$ cat config.mk
export PLATFORM = sky130hd
export DESIGN_NAME = psc_top
export DESIGN_NICKNAME = d
export VERILOG_FILES = /design/src/shared/psc_pkg.sv /design/src/shared/psc_arb_if.sv /design/src/hdl/psc_bank_arb.sv /design/src/hdl/psc_top.sv
export SDC_FILE = /design/constraint.sdc
export NUM_CORES = 1
export LEC_CHECK = 0
export BUFFER_PORTS_ARGS = -buffer_cell sky130_fd_sc_hd__buf_4
export CAP_MARGIN = 15
export CORE_ASPECT_RATIO = 1.1
export CORE_UTILIZATION = 46
export DETAILED_ROUTE_END_ITERATION = 10
export GPL_TIMING_DRIVEN = 0
export PLACE_DENSITY = 0.75
export SYNTH_ARGS = -nofsm -noshare
export SYNTH_HDL_FRONTEND = slang
export SYNTH_SLANG_ARGS = --single-unit
export TNS_END_PERCENT = 50
$ cat constraint.sdc
create_clock -name mclk_i -period 5.2 [get_ports mclk_i]
set_clock_uncertainty 0.05 [all_clocks]
set_input_delay 0.52 -clock mclk_i [delete_from_list [all_inputs] [get_ports mclk_i]]
set_output_delay 0.52 -clock mclk_i [all_outputs]
set_load 0.005 [all_outputs]
$ cat src/shared/psc_pkg.sv
// constants, types and field layout of the pci side control and arbiter
// assumes a single 50 MHz pci clock drives all logic
package psc_pkg;
	// register offsets
	localparam logic [7:0] PSC_REV_OFS = 8'h08;
	localparam logic [7:0] PSC_CON_OFS = 8'h40;
	localparam logic [7:0] PSC_ARB_OFS = 8'h41;
	localparam logic [7:0] PSC_PRI_OFS = 8'h42;
	// reset values and writable masks
	localparam logic [7:0] PSC_CON_RST = 8'h20;
	localparam logic [7:0] PSC_ARB_RST = 8'h00;
	localparam logic [7:0] PSC_PRI_RST = 8'h04;
	localparam logic [7:0] PSC_CON_MSK = 8'h7F;
	localparam logic [7:0] PSC_ARB_MSK = 8'h1F;
	localparam logic [7:0] PSC_PRI_MSK = 8'h77;
	localparam logic [7:0] PSC_ZERO = 8'h00;
	// field positions
	localparam int PSC_CON_ALIAS = 6;
	localparam int PSC_CON_INTA = 5;
	localparam int PSC_CON_SP = 3;
	localparam int PSC_CON_PWB = 2;
	localparam int PSC_CON_ILB = 1;
	localparam int PSC_CON_DLB = 0;
	localparam int PSC_ARB_RETRY = 3;
	localparam int PSC_ARB_PARK = 2;
	localparam int PSC_ARB_LOCK = 1;
	localparam int PSC_ARB_GUAR = 0;
	localparam int PSC_PRI_ROT = 4;
	// masters in request vector order
	localparam int PSC_NM = 4;
	localparam int PSC_BRIDGE = 0;
	localparam int PSC_M0 = 1;
	localparam int PSC_CPU = 2;
	localparam int PSC_M1 = 3;
	localparam logic [3:0] PSC_GNT_NONE = 4'hF;
	localparam logic [3:0] PSC_GNT_CPU = 4'hB;
	// retry mask lengths in clocks
	localparam int PSC_RTW = 7;
	localparam logic [6:0] PSC_RT_16 = 7'h10;
	localparam logic [6:0] PSC_RT_32 = 7'h20;
	localparam logic [6:0] PSC_RT_64 = 7'h40;
	localparam logic [6:0] PSC_RT_0 = 7'h00;
	// devsel sample points, clocks after frame start
	localparam logic [1:0] PSC_SP_SLOW = 2'h0;
	localparam logic [1:0] PSC_SP_TYP = 2'h1;
	localparam logic [1:0] PSC_SP_FAST = 2'h2;
	localparam logic [2:0] PSC_SPC_SLOW = 3'h4;
	localparam logic [2:0] PSC_SPC_TYP = 3'h3;
	localparam logic [2:0] PSC_SPC_FAST = 3'h2;
	localparam logic [2:0] PSC_SPC_MAX = 3'h7;
	// i/o decode
	localparam logic [7:0] PSC_IO_HI = 8'h00;
	localparam logic [3:0] PSC_PAGE_NIB = 4'h8;
	localparam logic [3:0] PSC_ALIAS_NIB = 4'h9;
	localparam logic [7:0] PSC_PORT92 = 8'h92;
	// states
	typedef enum logic [1:0] {
		ARB_IDLE = 2'b00,
		ARB_OWN = 2'b01,
		ARB_LOCK = 2'b10
	} psc_arb_t;
	typedef enum logic [1:0] {
		G_IDLE = 2'b00,
		G_PCI = 2'b01,
		G_MEM = 2'b10,
		G_ISA = 2'b11
	} psc_isa_t;
endpackage

$ cat src/shared/psc_arb_if.sv
// carrier between the control top and the bank priority core
// assumes both ends sit on the same clock
`timescale 1ns/1ns
`default_nettype none
interface psc_arb_if;
	logic [3:0] req;
	logic [2:0] sel;
	logic [2:0] rot;
	logic advance;
	logic [3:0] winner;
	modport core(input req, sel, rot, advance, output winner);
	modport ctrl(output req, sel, rot, advance, input winner);
endinterface
`default_nettype wire

$ cat src/hdl/psc_bank_arb.sv
// three bank priority core for four pci requesters
// assumes advance pulses for one clock when a winner is granted
`timescale 1ns/1ns
`default_nettype none
module psc_bank_arb (
	// clock and reset
	input wire logic mclk_i,
	input wire logic reset_n_i,
	// link to control
	psc_arb_if.core ab
);
	import psc_pkg::*;
	logic [2:0] tog;
	logic [2:0] next_tog;
	logic [2:0] b;
	logic [1:0] ord [4];

	// effective bank bits: rotate state wins over fixed select
	assign b = (ab.rot & tog) | (~ab.rot & ab.sel);

	// build order, highest first, then pick first requester
	always_comb begin
		ord[0] = 2'(b[0] ? PSC_M0 : PSC_BRIDGE);
		ord[1] = 2'(b[0] ? PSC_BRIDGE : PSC_M0);
		ord[2] = 2'(b[1] ? PSC_M1 : PSC_CPU);
		ord[3] = 2'(b[1] ? PSC_CPU : PSC_M1);
		if (b[2]) begin
			ord = '{ord[2], ord[3], ord[0], ord[1]};
		end
		ab.winner = '0;
		for (int i = PSC_NM - 1; i >= 0; i--) begin
			if (ab.req[ord[i]]) begin
				ab.winner = '0;
				ab.winner[ord[i]] = 1'b1;
			end
		end
	end

	// each bank flips once per grant it passes, even a lower-input grant
	always_comb begin
		next_tog = tog;
		if (ab.advance) begin
			next_tog[2] = ~tog[2];
			if (ab.winner[PSC_BRIDGE] | ab.winner[PSC_M0]) begin
				next_tog[0] = ~tog[0];
			end
			if (ab.winner[PSC_CPU] | ab.winner[PSC_M1]) begin
				next_tog[1] = ~tog[1];
			end
		end
	end

	always_ff @(posedge mclk_i or negedge reset_n_i) begin
		if (!reset_n_i) begin
			tog <= 3'h0;
		end else begin
			tog <= next_tog;
		end
	end
endmodule
`default_nettype wire

$ cat src/hdl/psc_top.sv
// pci side control registers, i/o decode, arbiter control and isa path
// assumes all inputs are synchronous to the 50 MHz pci clock
`timescale 1ns/1ns
`default_nettype none
module psc_top #(
	parameter logic [3:0] REVISION = 4'h5 // arbitrary value
) (
	// clock and reset
	input wire logic mclk_i,
	input wire logic reset_n_i,
	// configuration access
	input wire logic cfg_req_i,
	input wire logic cfg_wr_i,
	input wire logic [7:0] cfg_addr_i,
	input wire logic [7:0] cfg_wdata_i,
	output logic [7:0] cfg_rdata_o,
	output logic cfg_ack_o,
	// i/o decode
	input wire logic io_valid_i,
	input wire logic [15:0] io_addr_i,
	output logic io_page_claim_o,
	output logic io_port92_claim_o,
	output logic io_isa_fwd_o,
	// interrupt acknowledge and subtractive decode
	input wire logic inta_cycle_i,
	input wire logic frame_start_i,
	input wire logic devsel_n_i,
	output logic inta_claim_o,
	output logic sub_fwd_o,
	// buffer modes
	output logic posted_write_buffer_enable_o,
	output logic isa_master_line_buffer_mode_o,
	output logic dma_line_buffer_mode_o,
	// pci arbitration
	input wire logic bridge_bus_request_n_i,
	input wire logic cpu_bus_request_n_i,
	input wire logic [1:0] master_req_n_i,
	input wire logic [psc_pkg::PSC_NM-1:0] retry_i,
	input wire logic bus_idle_i,
	input wire logic lock_start_i,
	input wire logic lock_end_i,
	output logic [psc_pkg::PSC_NM-1:0] gnt_n_o,
	output logic park_drive_o,
	output logic resource_lock_o,
	// isa master path
	input wire logic isa_master_req_i,
	input wire logic mem_bus_gnt_i,
	output logic mem_bus_req_o,
	output logic isa_gnt_o
);
	import psc_pkg::*;

	psc_arb_if ab();

	psc_bank_arb u_core (
		.mclk_i(mclk_i),
		.reset_n_i(reset_n_i),
		.ab(ab.core)
	);

	// register state
	logic [7:0] con;
	logic [7:0] arbc;
	logic [7:0] pri;
	logic [7:0] next_con;
	logic [7:0] next_arbc;
	logic [7:0] next_pri;
	logic [7:0] next_rdata;
	logic wr;

	function automatic logic [6:0] retry_len(input logic [1:0] f);
		case (f)
			2'h1: retry_len = PSC_RT_16;
			2'h2: retry_len = PSC_RT_32;
			2'h3: retry_len = PSC_RT_64;
			default: retry_len = PSC_RT_0;
		endcase
	endfunction

	// writes keep only implemented bits; revision ignores writes
	assign wr = cfg_req_i & cfg_wr_i;
	always_comb begin
		next_con = con;
		next_arbc = arbc;
		next_pri = pri;
		next_rdata = PSC_ZERO;
		if (wr && cfg_addr_i == PSC_CON_OFS) begin
			next_con = cfg_wdata_i & PSC_CON_MSK;
		end
		if (wr && cfg_addr_i == PSC_ARB_OFS) begin
			next_arbc = cfg_wdata_i & PSC_ARB_MSK;
		end
		if (wr && cfg_addr_i == PSC_PRI_OFS) begin
			next_pri = cfg_wdata_i & PSC_PRI_MSK;
		end
		case (cfg_addr_i)
			PSC_REV_OFS: next_rdata = {4'h0, REVISION};
			PSC_CON_OFS: next_rdata = con;
			PSC_ARB_OFS: next_rdata = arbc;
			PSC_PRI_OFS: next_rdata = pri;
			default: next_rdata = PSC_ZERO;
		endcase
	end

	always_ff @(posedge mclk_i or negedge reset_n_i) begin
		if (!reset_n_i) begin
			con <= PSC_CON_RST;
			arbc <= PSC_ARB_RST;
			pri <= PSC_PRI_RST;
			cfg_rdata_o <= PSC_ZERO;
			cfg_ack_o <= 1'b0;
		end else begin
			con <= next_con;
			arbc <= next_arbc;
			pri <= next_pri;
			cfg_rdata_o <= cfg_req_i ? next_rdata : PSC_ZERO;
			cfg_ack_o <= cfg_req_i;
		end
	end

	// mode bits reach the buffers from flops
	always_ff @(posedge mclk_i or negedge reset_n_i) begin
		if (!reset_n_i) begin
			posted_write_buffer_enable_o <= 1'b0;
			isa_master_line_buffer_mode_o <= 1'b0;
			dma_line_buffer_mode_o <= 1'b0;
		end else begin
			posted_write_buffer_enable_o <= next_con[PSC_CON_PWB];
			isa_master_line_buffer_mode_o <= next_con[PSC_CON_ILB];
			dma_line_buffer_mode_o <= next_con[PSC_CON_DLB];
		end
	end

	// i/o decode, one clock after the address
	logic in_page;
	logic in_alias;
	logic is_92;
	logic next_page;
	logic next_p92;
	logic next_fwd;
	logic next_inta;
	always_comb begin
		is_92 = io_addr_i == {PSC_IO_HI, PSC_PORT92};
		in_page = io_addr_i[15:4] == {PSC_IO_HI, PSC_PAGE_NIB};
		in_alias = io_addr_i[15:4] == {PSC_IO_HI, PSC_ALIAS_NIB};
		next_p92 = io_valid_i & is_92;
		next_page = io_valid_i & ~is_92 & (in_page | (in_alias & ~con[PSC_CON_ALIAS]));
		next_fwd = io_valid_i & ~is_92 & in_alias & con[PSC_CON_ALIAS];
		next_inta = inta_cycle_i & con[PSC_CON_INTA];
	end

	always_ff @(posedge mclk_i or negedge reset_n_i) begin
		if (!reset_n_i) begin
			io_page_claim_o <= 1'b0;
			io_port92_claim_o <= 1'b0;
			io_isa_fwd_o <= 1'b0;
			inta_claim_o <= 1'b0;
		end else begin
			io_page_claim_o <= next_page;
			io_port92_claim_o <= next_p92;
			io_isa_fwd_o <= next_fwd;
			inta_claim_o <= next_inta;
		end
	end

	// subtractive decode: count clocks from frame start, sample devsel once
	logic [2:0] sp_cnt;
	logic [2:0] next_sp_cnt;
	logic [2:0] sp_lim;
	logic next_sub;
	always_comb begin
		case (con[PSC_CON_SP +: 2])
			PSC_SP_SLOW: sp_lim = PSC_SPC_SLOW;
			PSC_SP_TYP: sp_lim = PSC_SPC_TYP;
			PSC_SP_FAST: sp_lim = PSC_SPC_FAST;
			default: sp_lim = PSC_SPC_SLOW; // reserved code acts as slow
		endcase
		next_sp_cnt = sp_cnt;
		if (frame_start_i) begin
			next_sp_cnt = 3'h1;
		end else if (sp_cnt != 3'h0 && sp_cnt != PSC_SPC_MAX) begin
			next_sp_cnt = sp_cnt + 3'h1;
		end
		next_sub = !frame_start_i && sp_cnt == sp_lim && devsel_n_i;
	end

	always_ff @(posedge mclk_i or negedge reset_n_i) begin
		if (!reset_n_i) begin
			sp_cnt <= 3'h0;
			sub_fwd_o <= 1'b0;
		end else begin
			sp_cnt <= next_sp_cnt;
			sub_fwd_o <= next_sub;
		end
	end

	// retry masking, one timer per requester
	logic [PSC_NM-1:0] mask;
	logic [PSC_NM-1:0] next_mask;
	logic [PSC_RTW-1:0] rcnt [PSC_NM];
	logic [PSC_RTW-1:0] next_rcnt [PSC_NM];
	logic [6:0] rlen;
	assign rlen = retry_len(arbc[PSC_ARB_RETRY +: 2]);
	genvar gi;
	generate
		for (gi = 0; gi < PSC_NM; gi++) begin : g_retry
			always_comb begin
				next_mask[gi] = mask[gi];
				next_rcnt[gi] = rcnt[gi];
				if (mask[gi]) begin
					if (rcnt[gi] == PSC_RT_0) begin
						next_mask[gi] = 1'b0;
					end else begin
						next_rcnt[gi] = rcnt[gi] - 7'h1;
					end
				end else if (retry_i[gi] && rlen != PSC_RT_0) begin
					next_mask[gi] = 1'b1;
					next_rcnt[gi] = rlen - 7'h1;
				end
			end
			always_ff @(posedge mclk_i or negedge reset_n_i) begin
				if (!reset_n_i) begin
					mask[gi] <= 1'b0;
					rcnt[gi] <= PSC_RT_0;
				end else begin
					mask[gi] <= next_mask[gi];
					rcnt[gi] <= next_rcnt[gi];
				end
			end
		end
	endgenerate

	// request vector; bridge also asks on behalf of the isa path
	psc_isa_t gst;
	psc_isa_t next_gst;
	logic [PSC_NM-1:0] req;
	assign req = {~master_req_n_i[1], ~cpu_bus_request_n_i, ~master_req_n_i[0],
		~bridge_bus_request_n_i | (gst != G_IDLE)};
	assign ab.req = req & ~mask;
	assign ab.sel = pri[2:0];
	assign ab.rot = pri[PSC_PRI_ROT +: 3];

	// arbitration sequencer
	psc_arb_t ast;
	psc_arb_t next_ast;
	logic [PSC_NM-1:0] next_gnt;
	logic next_drive;
	logic next_rlock;
	always_comb begin
		next_ast = ast;
		next_gnt = gnt_n_o;
		next_drive = 1'b0;
		next_rlock = resource_lock_o;
		ab.advance = 1'b0;
		if (lock_end_i) begin
			next_rlock = 1'b0;
		end
		case (ast)
			ARB_IDLE: begin
				if (|ab.req) begin
					next_gnt = ~ab.winner;
					ab.advance = 1'b1;
					next_ast = ARB_OWN;
				end else if (bus_idle_i && arbc[PSC_ARB_PARK]) begin
					next_gnt = PSC_GNT_CPU;
				end else if (bus_idle_i) begin
					next_gnt = PSC_GNT_NONE;
					next_drive = 1'b1;
				end
			end
			ARB_OWN: begin
				if (lock_start_i && arbc[PSC_ARB_LOCK]) begin
					next_ast = ARB_LOCK;
				end else if (lock_start_i) begin
					next_rlock = 1'b1;
				end else if ((req & ~gnt_n_o) == '0) begin
					next_gnt = PSC_GNT_NONE;
					next_ast = ARB_IDLE;
				end
			end
			ARB_LOCK: begin
				if (lock_end_i) begin
					next_ast = ARB_OWN;
				end
			end
			default: next_ast = ARB_IDLE;
		endcase
	end

	always_ff @(posedge mclk_i or negedge reset_n_i) begin
		if (!reset_n_i) begin
			ast <= ARB_IDLE;
			gnt_n_o <= PSC_GNT_NONE;
			park_drive_o <= 1'b0;
			resource_lock_o <= 1'b0;
		end else begin
			ast <= next_ast;
			gnt_n_o <= next_gnt;
			park_drive_o <= next_drive;
			resource_lock_o <= next_rlock;
		end
	end

	// isa master path: order of pci, memory and isa ownership
	logic next_isa;
	logic next_mreq;
	always_comb begin
		next_gst = gst;
		case (gst)
			G_IDLE: begin
				if (isa_master_req_i && arbc[PSC_ARB_GUAR]) begin
					next_gst = G_PCI;
				end else if (isa_master_req_i) begin
					next_gst = G_ISA;
				end
			end
			G_PCI: begin
				if (!gnt_n_o[PSC_BRIDGE]) begin
					next_gst = G_MEM;
				end
			end
			G_MEM: begin
				if (mem_bus_gnt_i) begin
					next_gst = G_ISA;
				end
			end
			G_ISA: begin
				if (!isa_master_req_i) begin
					next_gst = G_IDLE;
				end
			end
			default: next_gst = G_IDLE;
		endcase
		next_isa = next_gst == G_ISA;
		next_mreq = next_gst == G_MEM || (next_gst == G_ISA && gst != G_IDLE && mem_bus_req_o);
	end

	always_ff @(posedge mclk_i or negedge reset_n_i) begin
		if (!reset_n_i) begin
			gst <= G_IDLE;
			isa_gnt_o <= 1'b0;
			mem_bus_req_o <= 1'b0;
		end else begin
			gst <= next_gst;
			isa_gnt_o <= next_isa;
			mem_bus_req_o <= next_mreq;
		end
	end
endmodule
`default_nettype wire

After elaboration in Yosys (flattened, before gate mapping)
Cells that the tools add are included.
- register bits after elaboration: 85
- bits in latches: 0
- RAM bits: 0
- bits in read-only memories: 0
- bits of input ports: 53
- output and inout port bits: 25
- word-level logic and storage cells: 241
- memories: 0
- $add $sub $neg: 6
- multipliers: 0
- div/mod/pow operators: 0
- magnitude comparators: 8
- eq/ne operators: 33
- shifts and indexed selects: 0
- mux-type cells: 85
- bitwise gates (word level): 30
- reductions and logical operators: 46
- operators by type and width (kind ; number):
    $mux W7 ; 12
    $mux W4 ; 10
    $sub A7 B1 Y7 const B ; 5
    $mux W1 ; 34
    $logic_not A7 Y1 ; 4
    $pmux W7 S4 ; 1
    $eq A12 B4 Y1 const B ; 2
    $eq A8 B7 Y1 const B ; 3
    $pmux W7 S3 ; 1
    $mux W2 ; 10
    $logic_and A1 B1 Y1 ; 19
    $ne A2 B2 Y1 const B ; 9
    $eq A16 B8 Y1 const B ; 1
    $eq A2 B2 Y1 const B ; 8
    $mux W8 ; 2
    $reduce_bool A2 Y1 ; 7
    $lt A2 B3 Y1 const B ; 4
    $not A4 Y4 ; 3
    $reduce_and A2 Y1 ; 6
    $mux W3 ; 3
    $ne A3 B3 Y1 const B ; 3
    $not A1 Y1 ; 9
    $and A1 B1 Y1 ; 8
    $and A4 B4 Y4 ; 2
    25 further kinds ; 42

Longest topological paths before layout
Gate-level depths: netlist of the first run.
- depth after elaboration: 16
- depth in mapped cells: 7
- depth with buffers taken out: 6

Modules after synthesis
From an unflattened synthesis of the first run, not the netlist that was laid out.
- cells, all modules: 406
- area, all modules: 4327.9 um^2
- by module, submodules not included (module ; instances ; cells an instance ; area each (um^2) ; sequential area each (um^2)):
    psc_top ; 1 ; 383 ; 4103.9 ; 1959.4
    psc_bank_arb ; 1 ; 23 ; 224.0 ; 75.1

Worst setup path after synthesis of the first run
No wires, ideal clock.
- path kind: input to register
- start: input port cfg_addr_i[2]
- end: register pri[0]
- setup time: 125 ps
- data arrival time: 1913 ps
- data required time: 5025 ps
- path slack: 3112 ps
- stages: 4
- path through: nor4_1 > nand4_1 > nor3b_2 > mux2_2
- longest elaborated chain between the ends: 2
- RTL lines (what ; RTL line ; source):
    start: declaration ; psc_top.sv:14 ; input wire logic [7:0] cfg_addr_i,
    $eq A8 B7 Y1 ; psc_top.sv:93 ; if (wr && cfg_addr_i == PSC_PRI_OFS) begin
    $logic_and A1 B1 Y1 ; psc_top.sv:93 ;
    end signal: assignment ; psc_top.sv:115 ; pri <= next_pri;
    end: declaration ; psc_top.sv:64 ; logic [7:0] pri;
No other way between the ends.
A chain may end at the register's enable or synchronous reset.

Final worst setup path of the first run
- start: register arbc[3]
- end: register rcnt[19] (netlist bit)
- longest elaborated chain between the ends: 6
- elaborated cells on any way between the ends: 11
- RTL lines (what ; RTL line ; source):
    start: declaration ; psc_top.sv:63 ; logic [7:0] arbc;
    start signal: assignment ; psc_top.sv:114 ; arbc <= next_arbc;
    $eq A2 B2 Y1 / $eq A2 B1 Y1 (equally long branches) ; psc_top.sv:72 ; case (f)
    $pmux W7 S3 * ; psc_top.sv:72 ;
    branches (longest 4 deep; another with $sub A7 B1 Y7) ; -- ;
    end signal: indexed assignment ; psc_top.sv:227 ; rcnt[gi] <= next_rcnt[gi];
    end: declaration ; psc_top.sv:200 ; logic [PSC_RTW-1:0] rcnt [PSC_NM];
Every way passes the cells marked *. The select of a mux whose other input is x is not followed.

==> results.py, run 1 <==
metrics = {
    "place": {
        "port_buffers": 75,
        "dp_hpwl_um": 6010,
        "placed_cell_area_um2": 4660,
        "gp_congestion": 0.813,
        "pre_cts_slack_ns": 2.65,
    },
    "power": {
        "vdd_drop_max_mv": 0.140,
        "seqPwrFrac": 0.482,
        "clkPwrFrac": 0.236,
        "p_switching_mw": 0.627,
        "power.leakage_nw": 2.24,
        "comb_power_share": 0.282,
        "internal_power_mw": 1.29,
        "total_power_mw": 1.92,
        "p_per_area_nw_per_um2": 395,
        "sw_frac_of_total": 0.327,
    },
    "die": {
        "start_util": 0.473,
        "num_rows": 35,
        "coreArea_um2": 8360,
        "die_w_um": 90.5,
        "die_h_um": 99.3,
        "io_pins": 78,
        "dieArea_um2": 8980,
    },
    "worst_setup_path": {
        "timing.setup.critical_path_class": "reg -> reg",
        "worstSetupStartpointType": "register",
        "r2r-start": "arbc[3]",
        "max_stage_delay_ns": 0.47,
        "ff2ff_path_depth": 7,
        "path_cells": "inv_1 > ha_1 > or3b_2 > clkbuf_1 > and3_1 > a311oi_1 > o41ai_1",
        "end_kind": "register",
        "r2r_slack_ns": 3.01,
        "cp.depth": 7,
        "worstPathMaxFanout": 7,
        "r2r_end": "rcnt[19]",
        "slowest_stage": "or3b_2",
        "critPathTopFamily": "simple AND/OR/NAND/NOR gates",
        "critical_path_arrival_ns": 2.35,
        "cp_num_buf_inv": 2,
        "crit_start": "arbc[3]",
        "worstSetupEndpoint": "rcnt[19]",
        "cp.required_ns": 5.35,
    },
    "global_route": {
        "grt_pass1_vias": 3104,
        "gr-total-overflow": 0,
        "antenna_found_initial": 0,
        "grtUsageTotal": 0.194,
        "grt_pass1_wl_um": 13900,
        "grt_max_degree": 82,
    },
    "clock_tree": {
        "cts_resized": 0,
        "cts_tree": "yes",
        "numCtsBuffers": 9,
        "hold_buffers": 0,
        "cts_root_buffer": "clkbuf_8",
        "clock_latency_ns": 0.35,
        "clockBufferDepth": 2,
        "cts_htree_levels": 3,
        "cts.sinks": 81,
        "postCtsSetupBuffers": 0,
        "clk_pin_slew_worst_paths_ns": 0.08,
    },
    "route": {
        "wl_per_cell_um": 14.0,
        "num_vias": 3157,
        "vias_per_cell": 5.46,
        "dr_wl_met3_um": 299,
        "dr_wl_met2_um": 4210,
        "wl_met1_um": 3480,
        "wl_um": 8110,
        "drt_iter0_drc": 165,
        "drcViolationCount": 2,
        "topRoutingLayerUsed": "met4",
        "drt_pass1_iterations": 7,
        "ant_nets": 0,
    },
    "synth": {
        "ys_seq_area_frac": 0.514,
        "yosysWarnings": 0,
        "synth_ff_type": "dfrtp_1",
        "synth_top_area_frac": 0.474,
        "yosysTopAreaCell": "dfrtp_1",
        "yosysUniqueCellTypes": 58,
        "synth_common_cells": "dfrtp_1, nor2_1, inv_1",
        "synth_nets": 438,
        "synth.most_common_cell": "dfrtp_1",
        "async_reset_ff_frac": 1.00,
        "syn-cell-area_um2": 3960,
        "syn_inst": 376,
        "synth-edff-count": 0,
        "syn-mean-instance-area_um2": 10.5,
        "synth.area.top_cells": "dfrtp_1, mux2_2, dfstp_2",
        "ys_seq_elements": 81,
    },
    "layout": {
        "nFillCells": 706,
        "final-seq-area_um2": 2030,
        "syn_to_final_growth_pct": 22.7,
        "drive_gt1_frac": 0.278,
        "postLayoutCellArea_um2": 4860,
        "finalCoreUtilization": 0.581,
        "num-nets-final": 524,
        "n_antenna_cell": 0,
        "multi_input_comb_area_um2": 1770,
    },
    "hold_path": {
        "hold_path_class": "in -> reg",
    },
    "timing": {
        "setup_tns_ns": 0,
        "post-route-min-period_ns": 2.19,
        "final-hold-violation-count": 0,
        "slew-limit-headroom": 0.332,
        "tightest_slew_ns": 1.00,
        "finalCritPeriodShare": 0.422,
        "finalSetupViolations": 0,
        "worst_slack_ns": 3.01,
        "rsz0062_at_grt": "false",
        "drv_slew": 0,
        "clock.fmax_mhz": 456,
    },
    "status": {
        "violations": "design-rule violations",
        "status": "finished, violations left",
    },
    "run": {
        "max_cap_viol_count": 0,
    },
}
-- logic make-up (layout without fill, tap and decap cells) --
| kind of cell | after synthesis | after routing | share of synthesized area |
|---|---|---|---|
| other | 1 | 1 | 0.000947 |
| adder cells (fa/ha/maj) | 9 | 9 | 0.0284 |
| buffers and inverters | 38 | 129 | 0.0389 |
| AO/OA/AOI/OAI | 74 | 74 | 0.129 |
| XOR/XNOR | 8 | 8 | 0.0177 |
| AND/OR/NAND/NOR | 130 | 130 | 0.176 |
| multiplexers | 35 | 35 | 0.0948 |
| flip-flops | 81 | 81 | 0.514 |
-- worst register-to-register path, stage by stage (launching register included) --
cell      delay [ns]
dfrtp_1         0.41
inv_1           0.06
ha_1            0.31
or3b_2          0.47
clkbuf_1        0.17
and3_1          0.21
a311oi_1        0.25
o41ai_1         0.12
-- layout make-up --
cell class / count / area share
Timing Repair Buffer: 75 / 0.116
Clock inverter: 5 / 0.0113
Buffer: 9 / 0.00927
Inverter: 29 / 0.0224
Multi-Input combinational cell: 257 / 0.365
Sequential cell: 81 / 0.419
Clock buffer: 11 / 0.0291
Tap cell: 111 / 0.0286
-- flip-flops by register name (all words and copies together) (netlist names), 2 cells and up --
signal	count
sp_cnt	3
arbc	5
mask	4
ast	2
gnt_n_o	4
pri	6
gst	2
rcnt	28
con	7
cfg_rdata_o	7
u_core.tog	3
-- power groups by stage --
stage                     registers (mW)  clock network, mW  logic, mW
after floorplan                    0.903                  0      0.385
after global placement             0.924                  0      0.523
after detailed placement           0.934                  0      0.545
after CTS                          0.923              0.465      0.547
after global routing               0.947              0.496      0.620
final                              0.924              0.452      0.541
-- per-stage QoR --
stage                     hold slack (ns)  instances
after global placement              0.410        562
after CTS                           0.235        578
after global routing                0.234        578
after detailed placement            0.420        562
final                               0.252        578
after floorplan                     0.174        376
-- layout by cell type (no fill, tap or decap), types with 5 or more instances in the layout --
| cell | synthesis | layout |
|---|---|---|
| nor3b_1 | 8 | 8 |
| nor3_1 | 16 | 16 |
| nor2_1 | 37 | 37 |
| a31oi_1 | 10 | 10 |
| nand3_1 | 7 | 7 |
| inv_1 | 29 | 29 |
| and3_1 | 5 | 5 |
| dfrtp_1 | 75 | 75 |
| o21ai_0 | 7 | 7 |
| clkbuf_1 | 6 | 7 |
| a211oi_1 | 5 | 5 |
| mux2i_1 | 15 | 15 |
| nor4b_1 | 5 | 5 |
| a21oi_1 | 21 | 21 |
| nand2_1 | 19 | 19 |
| xor2_1 | 6 | 6 |
| dfstp_2 | 6 | 6 |
| clkbuf_8 | 0 | 10 |
| mux2_2 | 20 | 20 |
| buf_4 | 1 | 76 |
| ha_1 | 9 | 9 |
-- layer usage --
layer / GRT usage / vias to the layer above
li1: - / 1534
met1: 0.239 / 1539
met2: 0.339 / 72
met3: 0.0382 / 12
met4: 0.0695 / 0
met5: 0 / -
-- worst min path at each step --
| stage | from | endpoint | slack (ns) | cells after the start |
|---|---|---|---|---|
| 6_report | cfg_req_i | cfg_ack_o | 0.25 | 1 |
| 5_1_grt | cfg_req_i | cfg_ack_o | 0.23 | 1 |
| 4_1_cts | cfg_req_i | cfg_ack_o | 0.23 | 1 |
| 3_5_place_dp | u_core.tog[0] | u_core.tog[0] | 0.42 | 1 |
| 3_3_place_gp | u_core.tog[1] | u_core.tog[1] | 0.41 | 1 |
| 2_1_floorplan | reset_n_i | arbc[0] | 0.17 | 0 |
Note: power is estimated with default switching activity, not from simulation.
==> run 2: changes to the inputs <==
--- a/config.mk
+++ b/config.mk
@@ -5,13 +5,14 @@
 export SDC_FILE = /design/constraint.sdc
 export NUM_CORES = 1
 export LEC_CHECK = 0
+export ABC_AREA = 1
 export BUFFER_PORTS_ARGS = -buffer_cell sky130_fd_sc_hd__buf_4
 export CAP_MARGIN = 15
 export CORE_ASPECT_RATIO = 1.1
 export CORE_UTILIZATION = 46
 export DETAILED_ROUTE_END_ITERATION = 10
 export GPL_TIMING_DRIVEN = 0
-export PLACE_DENSITY = 0.75
+export PLACE_DENSITY = 0.77
 export SYNTH_ARGS = -nofsm -noshare
 export SYNTH_HDL_FRONTEND = slang
 export SYNTH_SLANG_ARGS = --single-unit
==> constraint.sdc (replaced) <==
create_clock -name mclk_i -period 1.85 [get_ports mclk_i]
set_clock_uncertainty 0.05 [all_clocks]
set_input_delay 0.185 -clock mclk_i [delete_from_list [all_inputs] [get_ports mclk_i]]
set_output_delay 0.185 -clock mclk_i [all_outputs]
set_load 0.005 [all_outputs]
==> run 2 against run 1 <==
  * The flow finishes with violations (negative setup slack)
  * Via count up 36%
  * Sequential cell count unchanged
  * Final cell count up 38%
  * Synthesized cell count up 50%
  * Sequential power rose to 2.7 times the previous value
  * Area after synthesis up 11%
  * Non-clock buffer count up 24
  * Clock power rose to 2.6 times the previous value
  * Sequential share of layout area down 6.5 points
  * Utilization up 3.9 points
  * Worst hold slack worse by 0.22 ns
  * Largest cell class is now multi-input gates
  * Highest routed layer unchanged
==> results.py, run 2 <==
metrics = {
    "clock_tree": {
        "clk_pin_slew_worst_paths_ns": 0.09,
        "clock_latency_ns": 0.36,
        "cts_htree_levels": 3,
        "cts_tree": "yes",
        "cts.sinks": 81,
        "clockBufferDepth": 2,
        "cts_root_buffer": "clkbuf_8",
        "numCtsBuffers": 9,
    },
    "layout": {
        "largest_reg_flops": 28,
        "final_common_cell": "nand2_1",
        "drive_gt1_frac": 0.294,
        "largest_register": "rcnt",
        "multi_input_comb_area_um2": 2180,
        "reg_top3": "rcnt: 28 flops, cfg_rdata_o: 7 flops, con: 7 flops",
        "syn_to_final_growth_pct": 31.2,
        "final_cell_mix": "nand2_1, buf_4, inv_1",
        "nFillCells": 783,
        "postLayoutCellArea_um2": 5770,
        "n_antenna_cell": 0,
        "final-seq-area_um2": 2040,
        "num-nets-final": 740,
    },
    "global_route": {
        "grt_max_degree": 82,
        "antenna_found_initial": 0,
        "grt_pass1_wl_um": 17300,
        "grtUsageTotal": 0.221,
        "grt_pass1_vias": 4026,
        "gr-total-overflow": 0,
    },
    "route": {
        "drcViolationCount": 0,
        "drt_iter0_drc": 238,
        "wl_um": 11400,
        "wl_per_cell_um": 14.3,
        "vias_per_cell": 5.36,
        "drt_pass1_iterations": 5,
        "ant_nets": 0,
        "num_vias": 4291,
    },
    "hold_path": {
        "hold_start": "io_valid_i",
        "min_path_cells": 3,
        "hold_end": "io_page_claim_o",
        "hold_path_class": "in -> reg",
    },
    "synth": {
        "syn-cell-area_um2": 4400,
        "syn-mean-instance-area_um2": 7.79,
        "yosysUniqueCellTypes": 42,
        "synth-edff-count": 0,
        "synth.area.top_cells": "dfrtp_1, nand2_1, inv_1",
        "syn_inst": 564,
        "synth.most_common_cell": "nand2_1",
        "synth_common_cells": "nand2_1, inv_1, dfrtp_1",
        "ys_seq_area_frac": 0.463,
        "yosysTopAreaCell": "dfrtp_1",
        "ys_seq_elements": 81,
        "synth_top_area_frac": 0.427,
        "synth_nets": 626,
        "synth_ff_type": "dfrtp_1",
        "yosysWarnings": 0,
        "async_reset_ff_frac": 1.00,
    },
    "place": {
        "gp_congestion": 0.950,
        "placed_cell_area_um2": 5100,
        "dp_hpwl_um": 7820,
        "port_buffers": 75,
        "pre_cts_slack_ns": -0.235,
    },
    "run": {
        "max_cap_viol_count": 0,
    },
    "worst_setup_path": {
        "ff2ff_path_depth": 10,
        "timing.setup.critical_path_class": "reg -> reg",
        "critical_path_arrival_ns": 2.13,
        "r2r_slack_ns": -0.07,
        "worstSetupStartpointType": "register",
        "slowest_stage": "dfrtp_1",
        "r2r-start": "mask[3]",
        "worstPathMaxFanout": 5,
        "r2r_end": "u_core.tog[0]",
        "path_cells": "nor2_2 > inv_1 > nand2_2 > nand4_1 > inv_2 > nand2_1 > nand3_2 > nand2_1 > nand2_1 > nand2_1",
        "max_stage_delay_ns": 0.46,
        "worst_path_most_repeated_cell": "nand2_1",
        "end_kind": "register",
        "cp.required_ns": 2.06,
    },
    "die": {
        "num_rows": 37,
        "die_h_um": 105,
        "dieArea_um2": 9950,
        "coreArea_um2": 9310,
        "start_util": 0.472,
        "io_pins": 78,
        "die_w_um": 95.2,
    },
    "timing": {
        "drv_slew": 0,
        "tightest_slew_ns": 1.02,
        "rsz0062_at_grt": "true",
        "final-hold-violation-count": 0,
        "finalSetupViolations": 4,
        "worst_slack_ns": -0.0737,
        "setup_tns_ns": -0.191,
        "finalCritPeriodShare": 1.04,
        "slew-limit-headroom": 0.319,
        "post-route-min-period_ns": 1.92,
        "whs_ns": 0.0319,
        "clock.fmax_mhz": 520,
    },
    "power": {
        "vdd_drop_max_mv": 0.459,
        "total_power_mw": 6.25,
        "p_per_area_nw_per_um2": 1080,
        "power.leakage_nw": 2.91,
    },
    "status": {
        "violations": "negative setup slack",
        "status": "finished, violations left",
    },
}
==> run 2: cell types whose count changed after synthesis, moves of 7 or more <==
cell     before  now
nand2_1      19  120
inv_1        29  104
o21ai_0       7   50
nand3_1       7   43
mux2_2       20    0
a21oi_1      21   36
mux2i_1      15    0
nor3_1       16    5
nand2_2       0    9
nor2_1       37   29
nor3b_1       8    1
==> run 2: metrics by stage <==
step           std cells   util
2_1_floorplan        564      -
3_5_place_dp         756  0.549
5_1_grt              800  0.620
6_report             800  0.620
4_1_cts              780  0.579
3_3_place_gp         756  0.549
==> run 2: critical path, delay by kind of cell, from the launching register on <==
kind | cells | cell delay [ns]
buffers and inverters | 2 | 0.32
AND/OR/NAND/NOR | 8 | 1.00
flip-flops | 1 | 0.46
==> run 2: how the worst max path moves through the flow <==
stage | from | endpoint | depth (start not counted)
after floorplan | rcnt[7] | rcnt[11] | 11
after global placement | rcnt[7] | rcnt[11] | 11
after detailed placement | rcnt[7] | rcnt[11] | 11
after CTS | rcnt[14] | rcnt[18] | 11
after global routing | mask[3] | u_core.tog[1] | 10
final | mask[3] | u_core.tog[0] | 10
==> run 2: cell type report <==
class	instances	share of cell area
multi-input cells	372	0.378
flip-flops and latches	81	0.353
repair buffers	103	0.138
inverters	106	0.0690
clock buffers	13	0.0258
well taps	117	0.0254
plain buffers	5	0.00651
clock inverters	3	0.00325
==> run 2: timing repair <==
item                                    in CTS  in global routing
buffers inserted                             3                 19
hold endpoints to repair                    29                  0
cloned                                       1                  1
hold buffers                                 4                  0
endpoints found under the setup margin      19                 28
pin swaps                                    3                 31
resized for setup                           14                 64
==> run 2: power by group <==
group          switching (mW)  total, mW  internal (mW)
Clock                   0.642       1.17          0.525
Combinational            1.53       2.55           1.02
Sequential              0.325       2.54           2.21
Total                    2.49       6.25           3.76
==> run 2: cell families after synthesis <==
logic type / count (synthesis) / share of synthesized area
buf+inv: 111 / 0.0982
flops: 81 / 0.463
fa+ha+maj: 9 / 0.0256
simple gates: 236 / 0.247
other cells: 1 / 0.000853
xor+xnor: 7 / 0.0139
compound gates: 119 / 0.151
==> run 2: routing by layer <==
layer	up-vias	GRT usage	share of wire
met4	0	0.0909	0.032
met5	-	0	0
met1	1992	0.260	0.40
met2	187	0.380	0.50
met3	42	0.0504	0.068
li1	2070	-	-
